[src/pkg/vrc_pkg.sv]
// Package of constants and types for the voltage reference control block.
package vrc_pkg;
    // =========================================================================
    // Register map
    // =========================================================================
    localparam logic [31:0] VRC_CTRL_OFFSET = 32'h0000_0000;
    localparam logic [15:0] VRC_CTRL_RESET = 16'h0000;
    localparam int VRC_FORCE_EN_BIT = 0;
    localparam int VRC_TEMP_OFF_BIT = 3;
    localparam int VRC_LEVEL_LO_BIT = 4;
    localparam int VRC_GEN_ACT_BIT = 8;
    localparam int VRC_BG_ACT_BIT = 9;
    localparam int VRC_BUSY_BIT = 10;
    localparam int VRC_MODE_BIT = 11;
    localparam int VRC_NUM_REQ = 4;

    // =========================================================================
    // Level codes and AXI responses
    // =========================================================================
    localparam logic [1:0] VRC_LVL_1V5 = 2'h0;
    localparam logic [1:0] VRC_LVL_2V0 = 2'h1;
    localparam logic [1:0] VRC_LVL_2V5 = 2'h2;
    localparam logic [1:0] VRC_RESP_OKAY = 2'h0;
    localparam logic [1:0] VRC_RESP_SLVERR = 2'h2;

    typedef enum logic [1:0] {
        VRC_ST_IDLE = 2'h0,
        VRC_ST_RESP = 2'h1
    } vrc_state_t;
endpackage : vrc_pkg

[src/hdl/vrc_sync.sv]
// Three-stage synchroniser that accepts a change once stages two and three agree.
`timescale 1ns/1ps
module vrc_sync import vrc_pkg::*; #(
    parameter int WIDTH = 1
) (
    input wire logic clk, // System clock.
    input wire logic rst_n, // Asynchronous reset, active low.
    input wire logic ce, // Clock enable.
    input wire logic [WIDTH-1:0] din, // Asynchronous input.
    output logic [WIDTH-1:0] dout // Filtered synchronous output.
);
    logic [WIDTH-1:0] s1;
    logic [WIDTH-1:0] s2;
    logic [WIDTH-1:0] s3;
    logic [WIDTH-1:0] next_dout;

    always_comb begin
        next_dout = dout;
        for (int i = 0; i < WIDTH; i++) begin
            if (s2[i] == s3[i]) begin
                next_dout[i] = s3[i];
            end
        end
    end

    always_ff @(posedge clk or negedge rst_n) begin
        if (!rst_n) begin
            s1 <= '0;
            s2 <= '0;
            s3 <= '0;
            dout <= '0;
        end else if (ce) begin
            s1 <= din;
            s2 <= s1;
            s3 <= s2;
            dout <= next_dout;
        end
    end
endmodule : vrc_sync

[src/hdl/vrc_top.sv]
// Voltage reference control word with an AXI4-Lite register slave.
`timescale 1ns/1ps
module vrc_top import vrc_pkg::*; (
    input wire logic clk, // 40 MHz system clock.
    input wire logic rst_n, // Asynchronous reset, active low.
    input wire logic ce, // Clock enable; freezes all state when low.
    input wire logic [VRC_NUM_REQ-1:0] generator_request, // Per module.
    input wire logic [VRC_NUM_REQ-1:0] bandgap_request, // Per module.
    input wire logic [VRC_NUM_REQ-1:0] sampled_mode_request, // Per module.
    input wire logic converter_busy, // Converter busy, asynchronous.
    input wire logic [31:0] s_axi_awaddr, // Write address.
    input wire logic s_axi_awvalid, // Write address valid.
    output logic s_axi_awready, // Write address ready.
    input wire logic [31:0] s_axi_wdata, // Write data.
    input wire logic [3:0] s_axi_wstrb, // Write byte strobes.
    input wire logic s_axi_wvalid, // Write data valid.
    output logic s_axi_wready, // Write data ready.
    output logic [1:0] s_axi_bresp, // Write response.
    output logic s_axi_bvalid, // Write response valid.
    input wire logic s_axi_bready, // Write response ready.
    input wire logic [31:0] s_axi_araddr, // Read address.
    input wire logic s_axi_arvalid, // Read address valid.
    output logic s_axi_arready, // Read address ready.
    output logic [31:0] s_axi_rdata, // Read data.
    output logic [1:0] s_axi_rresp, // Read response.
    output logic s_axi_rvalid, // Read data valid.
    input wire logic s_axi_rready, // Read data ready.
    output logic reference_on, // Reference generator enabled.
    output logic bandgap_on, // Bandgap and buffer enabled.
    output logic sampled_mode, // Bandgap runs sampled.
    output logic [1:0] level_select_field, // Effective output level code.
    output logic temp_sensor_on // Temperature sensor enabled.
);
    // =========================================================================
    // Input synchronisation
    // =========================================================================
    // Requests come from analog-side modules, so they are treated as async.
    localparam int SYNC_W = 3 * VRC_NUM_REQ + 1;
    logic [SYNC_W-1:0] sync_out;
    logic [VRC_NUM_REQ-1:0] gen_req;
    logic [VRC_NUM_REQ-1:0] bg_req;
    logic [VRC_NUM_REQ-1:0] mode_req;
    logic busy_in;

    vrc_sync #(.WIDTH(SYNC_W)) u_sync (
        .clk(clk),
        .rst_n(rst_n),
        .ce(ce),
        .din({converter_busy, sampled_mode_request, bandgap_request,
              generator_request}),
        .dout(sync_out)
    );

    assign gen_req = sync_out[VRC_NUM_REQ-1:0];
    assign bg_req = sync_out[2*VRC_NUM_REQ-1:VRC_NUM_REQ];
    assign mode_req = sync_out[3*VRC_NUM_REQ-1:2*VRC_NUM_REQ];
    assign busy_in = sync_out[SYNC_W-1];

    // =========================================================================
    // Status derivation
    // =========================================================================
    logic [VRC_NUM_REQ-1:0] mode_ok;
    logic any_gen;
    logic any_bg;

    genvar g;
    generate
        for (g = 0; g < VRC_NUM_REQ; g++) begin : g_mode
            // An idle requester's mode line is a don't-care.
            assign mode_ok[g] = mode_req[g] | ~(gen_req[g] | bg_req[g]);
        end
    endgenerate

    assign any_gen = |gen_req;
    assign any_bg = |bg_req;

    // =========================================================================
    // Control and status registers
    // =========================================================================
    logic force_en;
    logic temp_off;
    logic [1:0] level_sel;
    logic gen_busy;
    logic gen_act;
    logic bg_act;
    logic bg_mode;
    logic next_force_en;
    logic next_temp_off;
    logic [1:0] next_level_sel;
    logic next_gen_busy;
    logic next_gen_act;
    logic next_bg_act;
    logic next_bg_mode;
    logic next_reference_on;
    logic next_bandgap_on;
    logic next_sampled_mode;
    logic [1:0] next_level_out;
    logic next_temp_sensor_on;
    logic wr_fire;
    logic [15:0] ctrl_word;

    always_comb begin
        next_force_en = force_en;
        next_temp_off = temp_off;
        next_level_sel = level_sel;
        // Only the low byte holds writable fields; bits 15:8 are ignored.
        if (wr_fire && s_axi_wstrb[0] && !gen_busy) begin
            next_force_en = s_axi_wdata[VRC_FORCE_EN_BIT];
            next_temp_off = s_axi_wdata[VRC_TEMP_OFF_BIT];
            next_level_sel =
                s_axi_wdata[VRC_LEVEL_LO_BIT +: 2];
        end
        next_gen_busy = busy_in;
        next_gen_act = any_gen;
        next_bg_act = any_bg | any_gen | force_en;
        next_bg_mode = (any_gen | any_bg) & (&mode_ok);
        next_reference_on = force_en | any_gen;
        next_bandgap_on = force_en | any_gen | any_bg;
        next_sampled_mode = next_bg_mode;
        next_level_out = level_sel[1] ? VRC_LVL_2V5 :
            (level_sel[0] ? VRC_LVL_2V0 : VRC_LVL_1V5);
        next_temp_sensor_on = ~temp_off;
    end

    always_ff @(posedge clk or negedge rst_n) begin
        if (!rst_n) begin
            force_en <= 1'b0;
            temp_off <= 1'b0;
            level_sel <= 2'h0;
            gen_busy <= 1'b0;
            gen_act <= 1'b0;
            bg_act <= 1'b0;
            bg_mode <= 1'b0;
            reference_on <= 1'b0;
            bandgap_on <= 1'b0;
            sampled_mode <= 1'b0;
            level_select_field <= VRC_LVL_1V5;
            temp_sensor_on <= 1'b1;
        end else if (ce) begin
            force_en <= next_force_en;
            temp_off <= next_temp_off;
            level_sel <= next_level_sel;
            gen_busy <= next_gen_busy;
            gen_act <= next_gen_act;
            bg_act <= next_bg_act;
            bg_mode <= next_bg_mode;
            reference_on <= next_reference_on;
            bandgap_on <= next_bandgap_on;
            sampled_mode <= next_sampled_mode;
            level_select_field <= next_level_out;
            temp_sensor_on <= next_temp_sensor_on;
        end
    end

    always_comb begin
        ctrl_word = VRC_CTRL_RESET;
        ctrl_word[VRC_MODE_BIT] = bg_mode;
        ctrl_word[VRC_BUSY_BIT] = gen_busy;
        ctrl_word[VRC_BG_ACT_BIT] = bg_act;
        ctrl_word[VRC_GEN_ACT_BIT] = gen_act;
        ctrl_word[VRC_LEVEL_LO_BIT +: 2] = level_sel;
        ctrl_word[VRC_TEMP_OFF_BIT] = temp_off;
        ctrl_word[VRC_FORCE_EN_BIT] = force_en;
    end

    // =========================================================================
    // AXI4-Lite write channel
    // =========================================================================
    // Address and data are taken together in one cycle, which keeps the
    // slave simple at the cost of never accepting one before the other.
    vrc_state_t wr_state;
    vrc_state_t next_wr_state;
    logic next_awready;
    logic next_wready;
    logic next_bvalid;
    logic [1:0] next_bresp;

    assign wr_fire = (wr_state == VRC_ST_IDLE) && s_axi_awvalid &&
        s_axi_wvalid && s_axi_awready && s_axi_wready &&
        (s_axi_awaddr[11:2] == VRC_CTRL_OFFSET[11:2]);

    always_comb begin
        next_wr_state = wr_state;
        next_awready = s_axi_awready;
        next_wready = s_axi_wready;
        next_bvalid = s_axi_bvalid;
        next_bresp = s_axi_bresp;
        case (wr_state)
            VRC_ST_IDLE: begin
                next_awready = 1'b1;
                next_wready = 1'b1;
                if (s_axi_awvalid && s_axi_wvalid && s_axi_awready &&
                    s_axi_wready) begin
                    next_awready = 1'b0;
                    next_wready = 1'b0;
                    next_bvalid = 1'b1;
                    next_bresp = (s_axi_awaddr[11:2] ==
                        VRC_CTRL_OFFSET[11:2]) ? VRC_RESP_OKAY :
                        VRC_RESP_SLVERR;
                    next_wr_state = VRC_ST_RESP;
                end
            end
            VRC_ST_RESP: begin
                if (s_axi_bready) begin
                    next_bvalid = 1'b0;
                    next_awready = 1'b1;
                    next_wready = 1'b1;
                    next_wr_state = VRC_ST_IDLE;
                end
            end
            default: begin
                next_wr_state = VRC_ST_IDLE;
            end
        endcase
    end

    always_ff @(posedge clk or negedge rst_n) begin
        if (!rst_n) begin
            wr_state <= VRC_ST_IDLE;
            s_axi_awready <= 1'b0;
            s_axi_wready <= 1'b0;
            s_axi_bvalid <= 1'b0;
            s_axi_bresp <= VRC_RESP_OKAY;
        end else if (ce) begin
            wr_state <= next_wr_state;
            s_axi_awready <= next_awready;
            s_axi_wready <= next_wready;
            s_axi_bvalid <= next_bvalid;
            s_axi_bresp <= next_bresp;
        end
    end

    // =========================================================================
    // AXI4-Lite read channel
    // =========================================================================
    vrc_state_t rd_state;
    vrc_state_t next_rd_state;
    logic next_arready;
    logic next_rvalid;
    logic [1:0] next_rresp;
    logic [31:0] next_rdata;

    always_comb begin
        next_rd_state = rd_state;
        next_arready = s_axi_arready;
        next_rvalid = s_axi_rvalid;
        next_rresp = s_axi_rresp;
        next_rdata = s_axi_rdata;
        case (rd_state)
            VRC_ST_IDLE: begin
                next_arready = 1'b1;
                if (s_axi_arvalid && s_axi_arready) begin
                    next_arready = 1'b0;
                    next_rvalid = 1'b1;
                    if (s_axi_araddr[11:2] == VRC_CTRL_OFFSET[11:2]) begin
                        next_rdata = {16'h0000, ctrl_word};
                        next_rresp = VRC_RESP_OKAY;
                    end else begin
                        next_rdata = 32'h0000_0000;
                        next_rresp = VRC_RESP_SLVERR;
                    end
                    next_rd_state = VRC_ST_RESP;
                end
            end
            VRC_ST_RESP: begin
                if (s_axi_rready) begin
                    next_rvalid = 1'b0;
                    next_arready = 1'b1;
                    next_rd_state = VRC_ST_IDLE;
                end
            end
            default: begin
                next_rd_state = VRC_ST_IDLE;
            end
        endcase
    end

    always_ff @(posedge clk or negedge rst_n) begin
        if (!rst_n) begin
            rd_state <= VRC_ST_IDLE;
            s_axi_arready <= 1'b0;
            s_axi_rvalid <= 1'b0;
            s_axi_rresp <= VRC_RESP_OKAY;
            s_axi_rdata <= 32'h0000_0000;
        end else if (ce) begin
            rd_state <= next_rd_state;
            s_axi_arready <= next_arready;
            s_axi_rvalid <= next_rvalid;
            s_axi_rresp <= next_rresp;
            s_axi_rdata <= next_rdata;
        end
    end
endmodule : vrc_top

[config.mk]
export PLATFORM = sky130hd
export DESIGN_NAME = vrc_top
export DESIGN_NICKNAME = d
export VERILOG_FILES = /design/src/pkg/vrc_pkg.sv /design/src/hdl/vrc_sync.sv /design/src/hdl/vrc_top.sv
export SDC_FILE = /design/constraint.sdc
export NUM_CORES = 1
export LEC_CHECK = 0
export BUFFER_PORTS_ARGS = -buffer_cell sky130_fd_sc_hd__buf_2
export CAP_MARGIN = 30
export CORE_AREA = 2 2 96 98
export CTS_BUF_LIST = sky130_fd_sc_hd__clkbuf_16
export DETAILED_ROUTE_END_ITERATION = 12
export DIE_AREA = 0 0 98 100
export GPL_TIMING_DRIVEN = 0
export HOLD_SLACK_MARGIN = 0.06
export PLACE_DENSITY = 0.68
export RECOVER_POWER = 25
export SLEW_MARGIN = 20
export SYNTH_ARGS = -nofsm -noshare
export SYNTH_HDL_FRONTEND = slang
export SYNTH_SLANG_ARGS = --single-unit
[constraint.sdc]
create_clock -name clk -period 1.7 [get_ports clk]
set_clock_uncertainty 0.2 [all_clocks]
set_input_delay 0.085 -clock clk [delete_from_list [all_inputs] [get_ports clk]]
set_output_delay 0.085 -clock clk [all_outputs]
set_load 0.05 [all_outputs]
; ---- Word-level counts from Yosys, hierarchy flattened
; Index checks and enable logic that the tools add are counted.
[classes]
shifts = 0
add_sub_neg = 0
bitwise_logic = 18
magnitude_cmp = 0
reduce_logical = 43
n_div = 0
eq_ne = 19
n_mul = 0
muxes = 23
[op_table]
columns = operator, n
row1 = AND reduction 2 bit, 14
row2 = logical NOT 10 bit, 2
row3 = AND reduction 3 bit, 6
row4 = two-way mux 2 bit, 7
row5 = == test 1 bit, 13
row6 = two-way mux 12 bit, 1
row7 = OR 1 bit, 12
row8 = AND reduction 4 bit, 3
row9 = logical AND 1 bit, 11
row10 = two-way mux 1 bit, 9
row11 = one-hot mux 1 bit (2 select lines), 4
row12 = one-hot mux 2 bit (2 select lines), 2
row13 = OR reduction 4 bit, 2
row14 = != test 2 bit (second input constant), 3
row15 = inverter 1 bit, 5
row16 = == test 2 x 1 -> 1 bit (second input constant), 2
row17 = logical NOT 2 bit, 2
row18 = nonzero test 2 bit, 2
row19 = != test 2 x 1 -> 1 bit (second input constant), 1
row20 = AND 1 bit, 1
row21 = logical NOT 1 bit, 1
[word_totals]
ff_bits = 109
latch_bits = 0
rom_bits = 0
mem_bits_rw = 0
elab_cells = 139
mem_count = 0
inputBits = 121

; ---- Longest topological paths before layout
[logic_depth]
word_depth = 9
ltp_mapped = 5

; ---- Modules after synthesis
; From an unflattened synthesis, not the netlist that was laid out.
[hier_totals]
hier_cells = 282
hier_area_um2 = 3452.1
[modules_own_cells]
columns = mod, cells_per_inst, seq_area_each_um2, area_per_inst_um2, instances
row1 = vrc_sync, 143, 1301.2, 2079.5, 1
row2 = vrc_top, 139, 676.9, 1372.6, 1

; ---- Worst setup path before layout
; Ideal clock, no wire load.
[synth_path]
path_type = reg2reg
from = register s_axi_wready
to = register force_en
stages_incl_launch_ff = 5
arrival_ns = 1.541
slack_ns = -0.168
required_ns = 1.372
setup_time_ns = 0.128
n_path_buf = 0
path_cell_list = dfrtp_1 > nand4_1 > nor2_1 > nand4b_2 > mux2_1
[synth_between]
elab_chain_cells = 6
[synth_rtl]
columns = item, line_no
row1 = "start, declared", vrc_top.sv:17  ; output logic s_axi_wready,
row2 = "start signal, assigned", vrc_top.sv:227  ; s_axi_wready <= next_wready;
row3 = logical AND 1 bit, n/a
row4 = logical AND 1 bit (*) (2 in series), vrc_top.sv:179  ; s_axi_wvalid && s_axi_awready && s_axi_wready &&
row5 = logical AND 1 bit (*) (2 in series), vrc_top.sv:107  ; if (wr_fire && s_axi_wstrb[0] && !gen_busy) begin
row6 = AND reduction 2 bit (no source line) (*), n/a
row7 = "end signal, assigned", vrc_top.sv:140  ; force_en <= next_force_en;
row8 = "end, declared", vrc_top.sv:80  ; logic force_en;
; Mark *: on every way between the ends. The rest lies on a longest branch, timed or not.
; A chain may end at the register's enable or synchronous reset.

; ---- Worst setup path in the final report
[layout_path]
from = input port s_axi_awaddr[11]
to = register temp_off
[layout_between]
elab_chain_cells = 5
[layout_rtl]
columns = item, line_no
row1 = "start, declared", vrc_top.sv:11  ; input wire logic [31:0] s_axi_awaddr,
row2 = logical NOT 10 bit, vrc_top.sv:180  ; (s_axi_awaddr[11:2] == VRC_CTRL_OFFSET[11:2]);
row3 = logical AND 1 bit, vrc_top.sv:179
row4 = logical AND 1 bit (2 in series), vrc_top.sv:107
row5 = AND reduction 2 bit (no source line), n/a
row6 = "end signal, assigned", vrc_top.sv:141  ; temp_off <= next_temp_off;
row7 = "end, declared", vrc_top.sv:81  ; logic temp_off;
; Every way passes these cells.

==> impl_metrics.csv <==
group,metric,value,unit
clock_network,clkTransAtPathRegs,0.06,ns
clock_network,cts_tree,"built",
global_routing,antenna_found_initial,0,
clock_network,cts_buffer_depth,2,
clock_network,cts_max_level,3,
placed_design,place_congestion,0.7724,
sta,final-hold-violation-count,1,
power,clkPwrFrac,32.9,%
synth,synth.avg_cell_area,11.74,um^2
synth,synth_seq_cells,79,
floorplan,die-height,100,um
worst_setup_path,worstPathArrival,1.66,ns
global_routing,grt_overflow,0,
power,switching_power,1.675,mW
worst_setup_path,slowest_stage,"dlygate4sd3_1",
synth,synth_area,0.003403,mm^2
sta,period_minus_slack,1.651,ns
run_status,violations,"hold timing",
global_routing,grt_pass1_vias,2462,
drt,wl_per_cell,13.18,um
placed_design,pre_cts_ws,-0.2629,ns
sta,tightest_slew,0.6371,ns
worst_setup_path,cp_top_family,"buffers and inverters",
drt,drt_wl_total,7079,um
cells_and_area,stdcell_area,0.004587,mm^2
sta,rsz0062_at_grt,"no",
power,power_density,1193,mW/mm^2
placed_design,hpwl,4929,um
cells_and_area,layout_commonest_cell,"dfrtp_1",
synth,synth_cell_types,32,
placed_design,io_buffers,66,
power,power_frac_seq,45.0,%
drt,drt_iter0_drc,131,
synth,yosysWarnings,0,
hold_path,hold_class,"input pin to flop",
sta,whs,-0.03520,ns
synth,synth_cells,290,
drt,ant_nets,0,
placed_design,placed_cell_area,0.003993,mm^2
cells_and_area,fillers,787,
drt,num_vias,2518,
clock_network,cts_hold_repair.buffers,29,
cells_and_area,nets,543,
clock_network,clock_latency,0.33,ns
cells_and_area,syn_to_final_growth,34.78,%
worst_setup_path,criticalPathCategory,"input pin to flop",
clock_network,root_buffer,"clkbuf_16",
sta,slew_headroom,57.53,%
sta,drv_slew,0,
flow_run,max-cap-violations,0,
worst_setup_path,cpPeakStageDelay,0.53,ns
worst_setup_path,critPathLaunchType,"input pin",
synth,synth_enable_flop_cells,0,
clock_network,numClockSinks,79,
worst_setup_path,path_buf_inv,2,
sta,fmax,0.6057,GHz
power,swShare,30.60,%
worst_setup_path,crit_fanout,4,
worst_setup_path,required,1.71,ns
cells_and_area,layout_common_cells,"dfrtp_1 (77), buf_2 (65), mux2_2 (42)",
drt,viasPerCell,4.689,
worst_setup_path,path_cells,"dlygate4sd3_1 > buf_2 > nor4_4 > nand4b_4 > mux2_1",
global_routing,grt_max_degree,44,
sta,fin_crit_sh,97.11,%
power,peakVddDrop,0.7641,mV
floorplan,design.core.area,0.008890,mm^2
power,power_frac_comb,22.1,%
drt,firstDrtPassIters,4,
floorplan,fp-row-count,35,
global_routing,grt_pass1_wl,11790,um
synth,yosysSeqAreaShare,58.13,%
run_status,outcome,"complete, but fails checks",
global_routing,grt_use_total,15.26,%
cells_and_area,diodes,0,
floorplan,die_x,98,um
power,internal-power,3.798,mW
worst_setup_path,cp-end-kind,"flop",
clock_network,cts_made_buffers,9,
sta,final-setup-viol-count,0,
synth,async_flop_share,100.0,%
power,p_leak,2.207,nW
floorplan,dieArea,0.009800,mm^2
floorplan,start_util,38.28,%
sta,final.setup.worst_slack,0.04911,ns
floorplan,io_pins,168,
sta,fin_tns_setup,0,ns
cells_and_area,drive_gt1_share,36.62,%
synth,synth_ff_type,"dfrtp_1",
drt,drcViolationCount,0,
==> through the flow <==
stage | power [mW] | hold WS [ns] | cells | utilization (%)
global route | 5.770 | 0.001948 | 537 | 51.60
floorplan | 3.290 | -0.4106 | 315 | -
finish | 5.472 | -0.03520 | 537 | 51.60
detailed placement | 3.623 | -0.08737 | 493 | 44.91
global placement | 3.570 | 0.1064 | 492 | 44.66
CTS | 5.498 | -0.05068 | 537 | 51.39
==> Yosys cell counts, types with 3 or more instances <==
master    number  area [um^2]
buf_4         27        202.7
mux2_2        42        473.0
nand2b_1      15        93.84
dfrtp_1       78         1952
nand2_1       22        82.58
o21ai_0        7        35.03
mux2_1         3        33.78
buf_1          5        18.77
a21oi_1       30        150.1
clkbuf_1       6        22.52
inv_1          4        15.01
nor2_1        25        93.84
nor4_1         4        25.02
==> worst reg2reg max path: stages (launching register included) <==
cell and delay, ns:
dfrtp_2 0.39, nand4_1 0.10, nor2_2 0.25, nand4b_4 0.17, mux2_1 0.34
==> state kept, by name (all words and copies together), names as in the netlist <==
register and count:
u_sync.dout 13, bg_mode 1, level_select_field 2, u_sync.s3 13
bandgap_on 1, u_sync.s1 13, gen_act 1, s_axi_bvalid 1
u_sync.s2 13, bg_act 1, s_axi_rvalid 1, s_axi_arready 1
reference_on 1, s_axi_rdata 8, force_en 1, temp_sensor_on 1
s_axi_bresp 1, s_axi_rresp 1, level_sel 2, temp_off 1
s_axi_wready 1, gen_busy 1
==> path summary, 6_finish.rpt <==
path	end	from	slack, ns	depth (start not counted)
worst max-delay path	temp_off	s_axi_awaddr[11]	0.05	5
worst min-delay path	s_axi_bresp[1]	s_axi_awaddr[8]	-0.04	4
worst max register to register	temp_off	s_axi_wready	0.13	4
worst min register to register	temp_sensor_on	temp_sensor_on	0.26	2
max in group asynchronous	s_axi_wready	rst_n	0.62	3
min in group asynchronous	u_sync.s1[2]	rst_n	0.09	2
==> metal layers <==
layer	wire length (um)	vias to the layer above	track usage, %
met5	0	-	0
met4	70	0	4.594
met2	3474	88	25.71
li1	-	1211	-
met3	494	7	5.362
met1	3040	1212	18.58
==> kinds of logic (layout without fill, tap and decap cells) <==
group | after synthesis | in the layout | share of synthesized area (%)
buffers and inverters | 42 | 153 | 7.610
AND/OR/NAND/NOR | 76 | 76 | 11.58
multiplexers | 46 | 46 | 15.18
flip-flops | 79 | 79 | 58.13
AO/OA/AOI/OAI | 46 | 46 | 7.390
other | 1 | 26 | 0.1102
==> power by group through the flow <==
stage	clock network, mW	logic [mW]	registers (mW)
floorplan	0	0.664	2.63
global placement	0	1.12	2.45
detailed placement	0	1.15	2.47
CTS	1.84	1.21	2.44
global route	1.93	1.33	2.51
finish	1.80	1.21	2.46
==> final cells by class <==
class | count | area (um^2) | share of cell area (%)
Sequential cell | 79 | 1979 | 43.15
Multi-Input combinational cell | 194 | 1286 | 28.04
Timing Repair Buffer | 96 | 643.1 | 14.02
Buffer | 38 | 245.2 | 5.346
Clock buffer | 9 | 225.2 | 4.910
Tap cell | 111 | 138.9 | 3.028
Clock inverter | 6 | 53.80 | 1.173
Inverter | 4 | 15.01 | 0.3273
==> what timing repair did <==
action | in CTS | in global routing
hold endpoints to repair | 103 | 2
setup buffers | 0 | 0
resized for setup | 1 | 3
setup endpoints to repair | 3 | 17
Note: power is estimated with default switching activity, not from simulation.
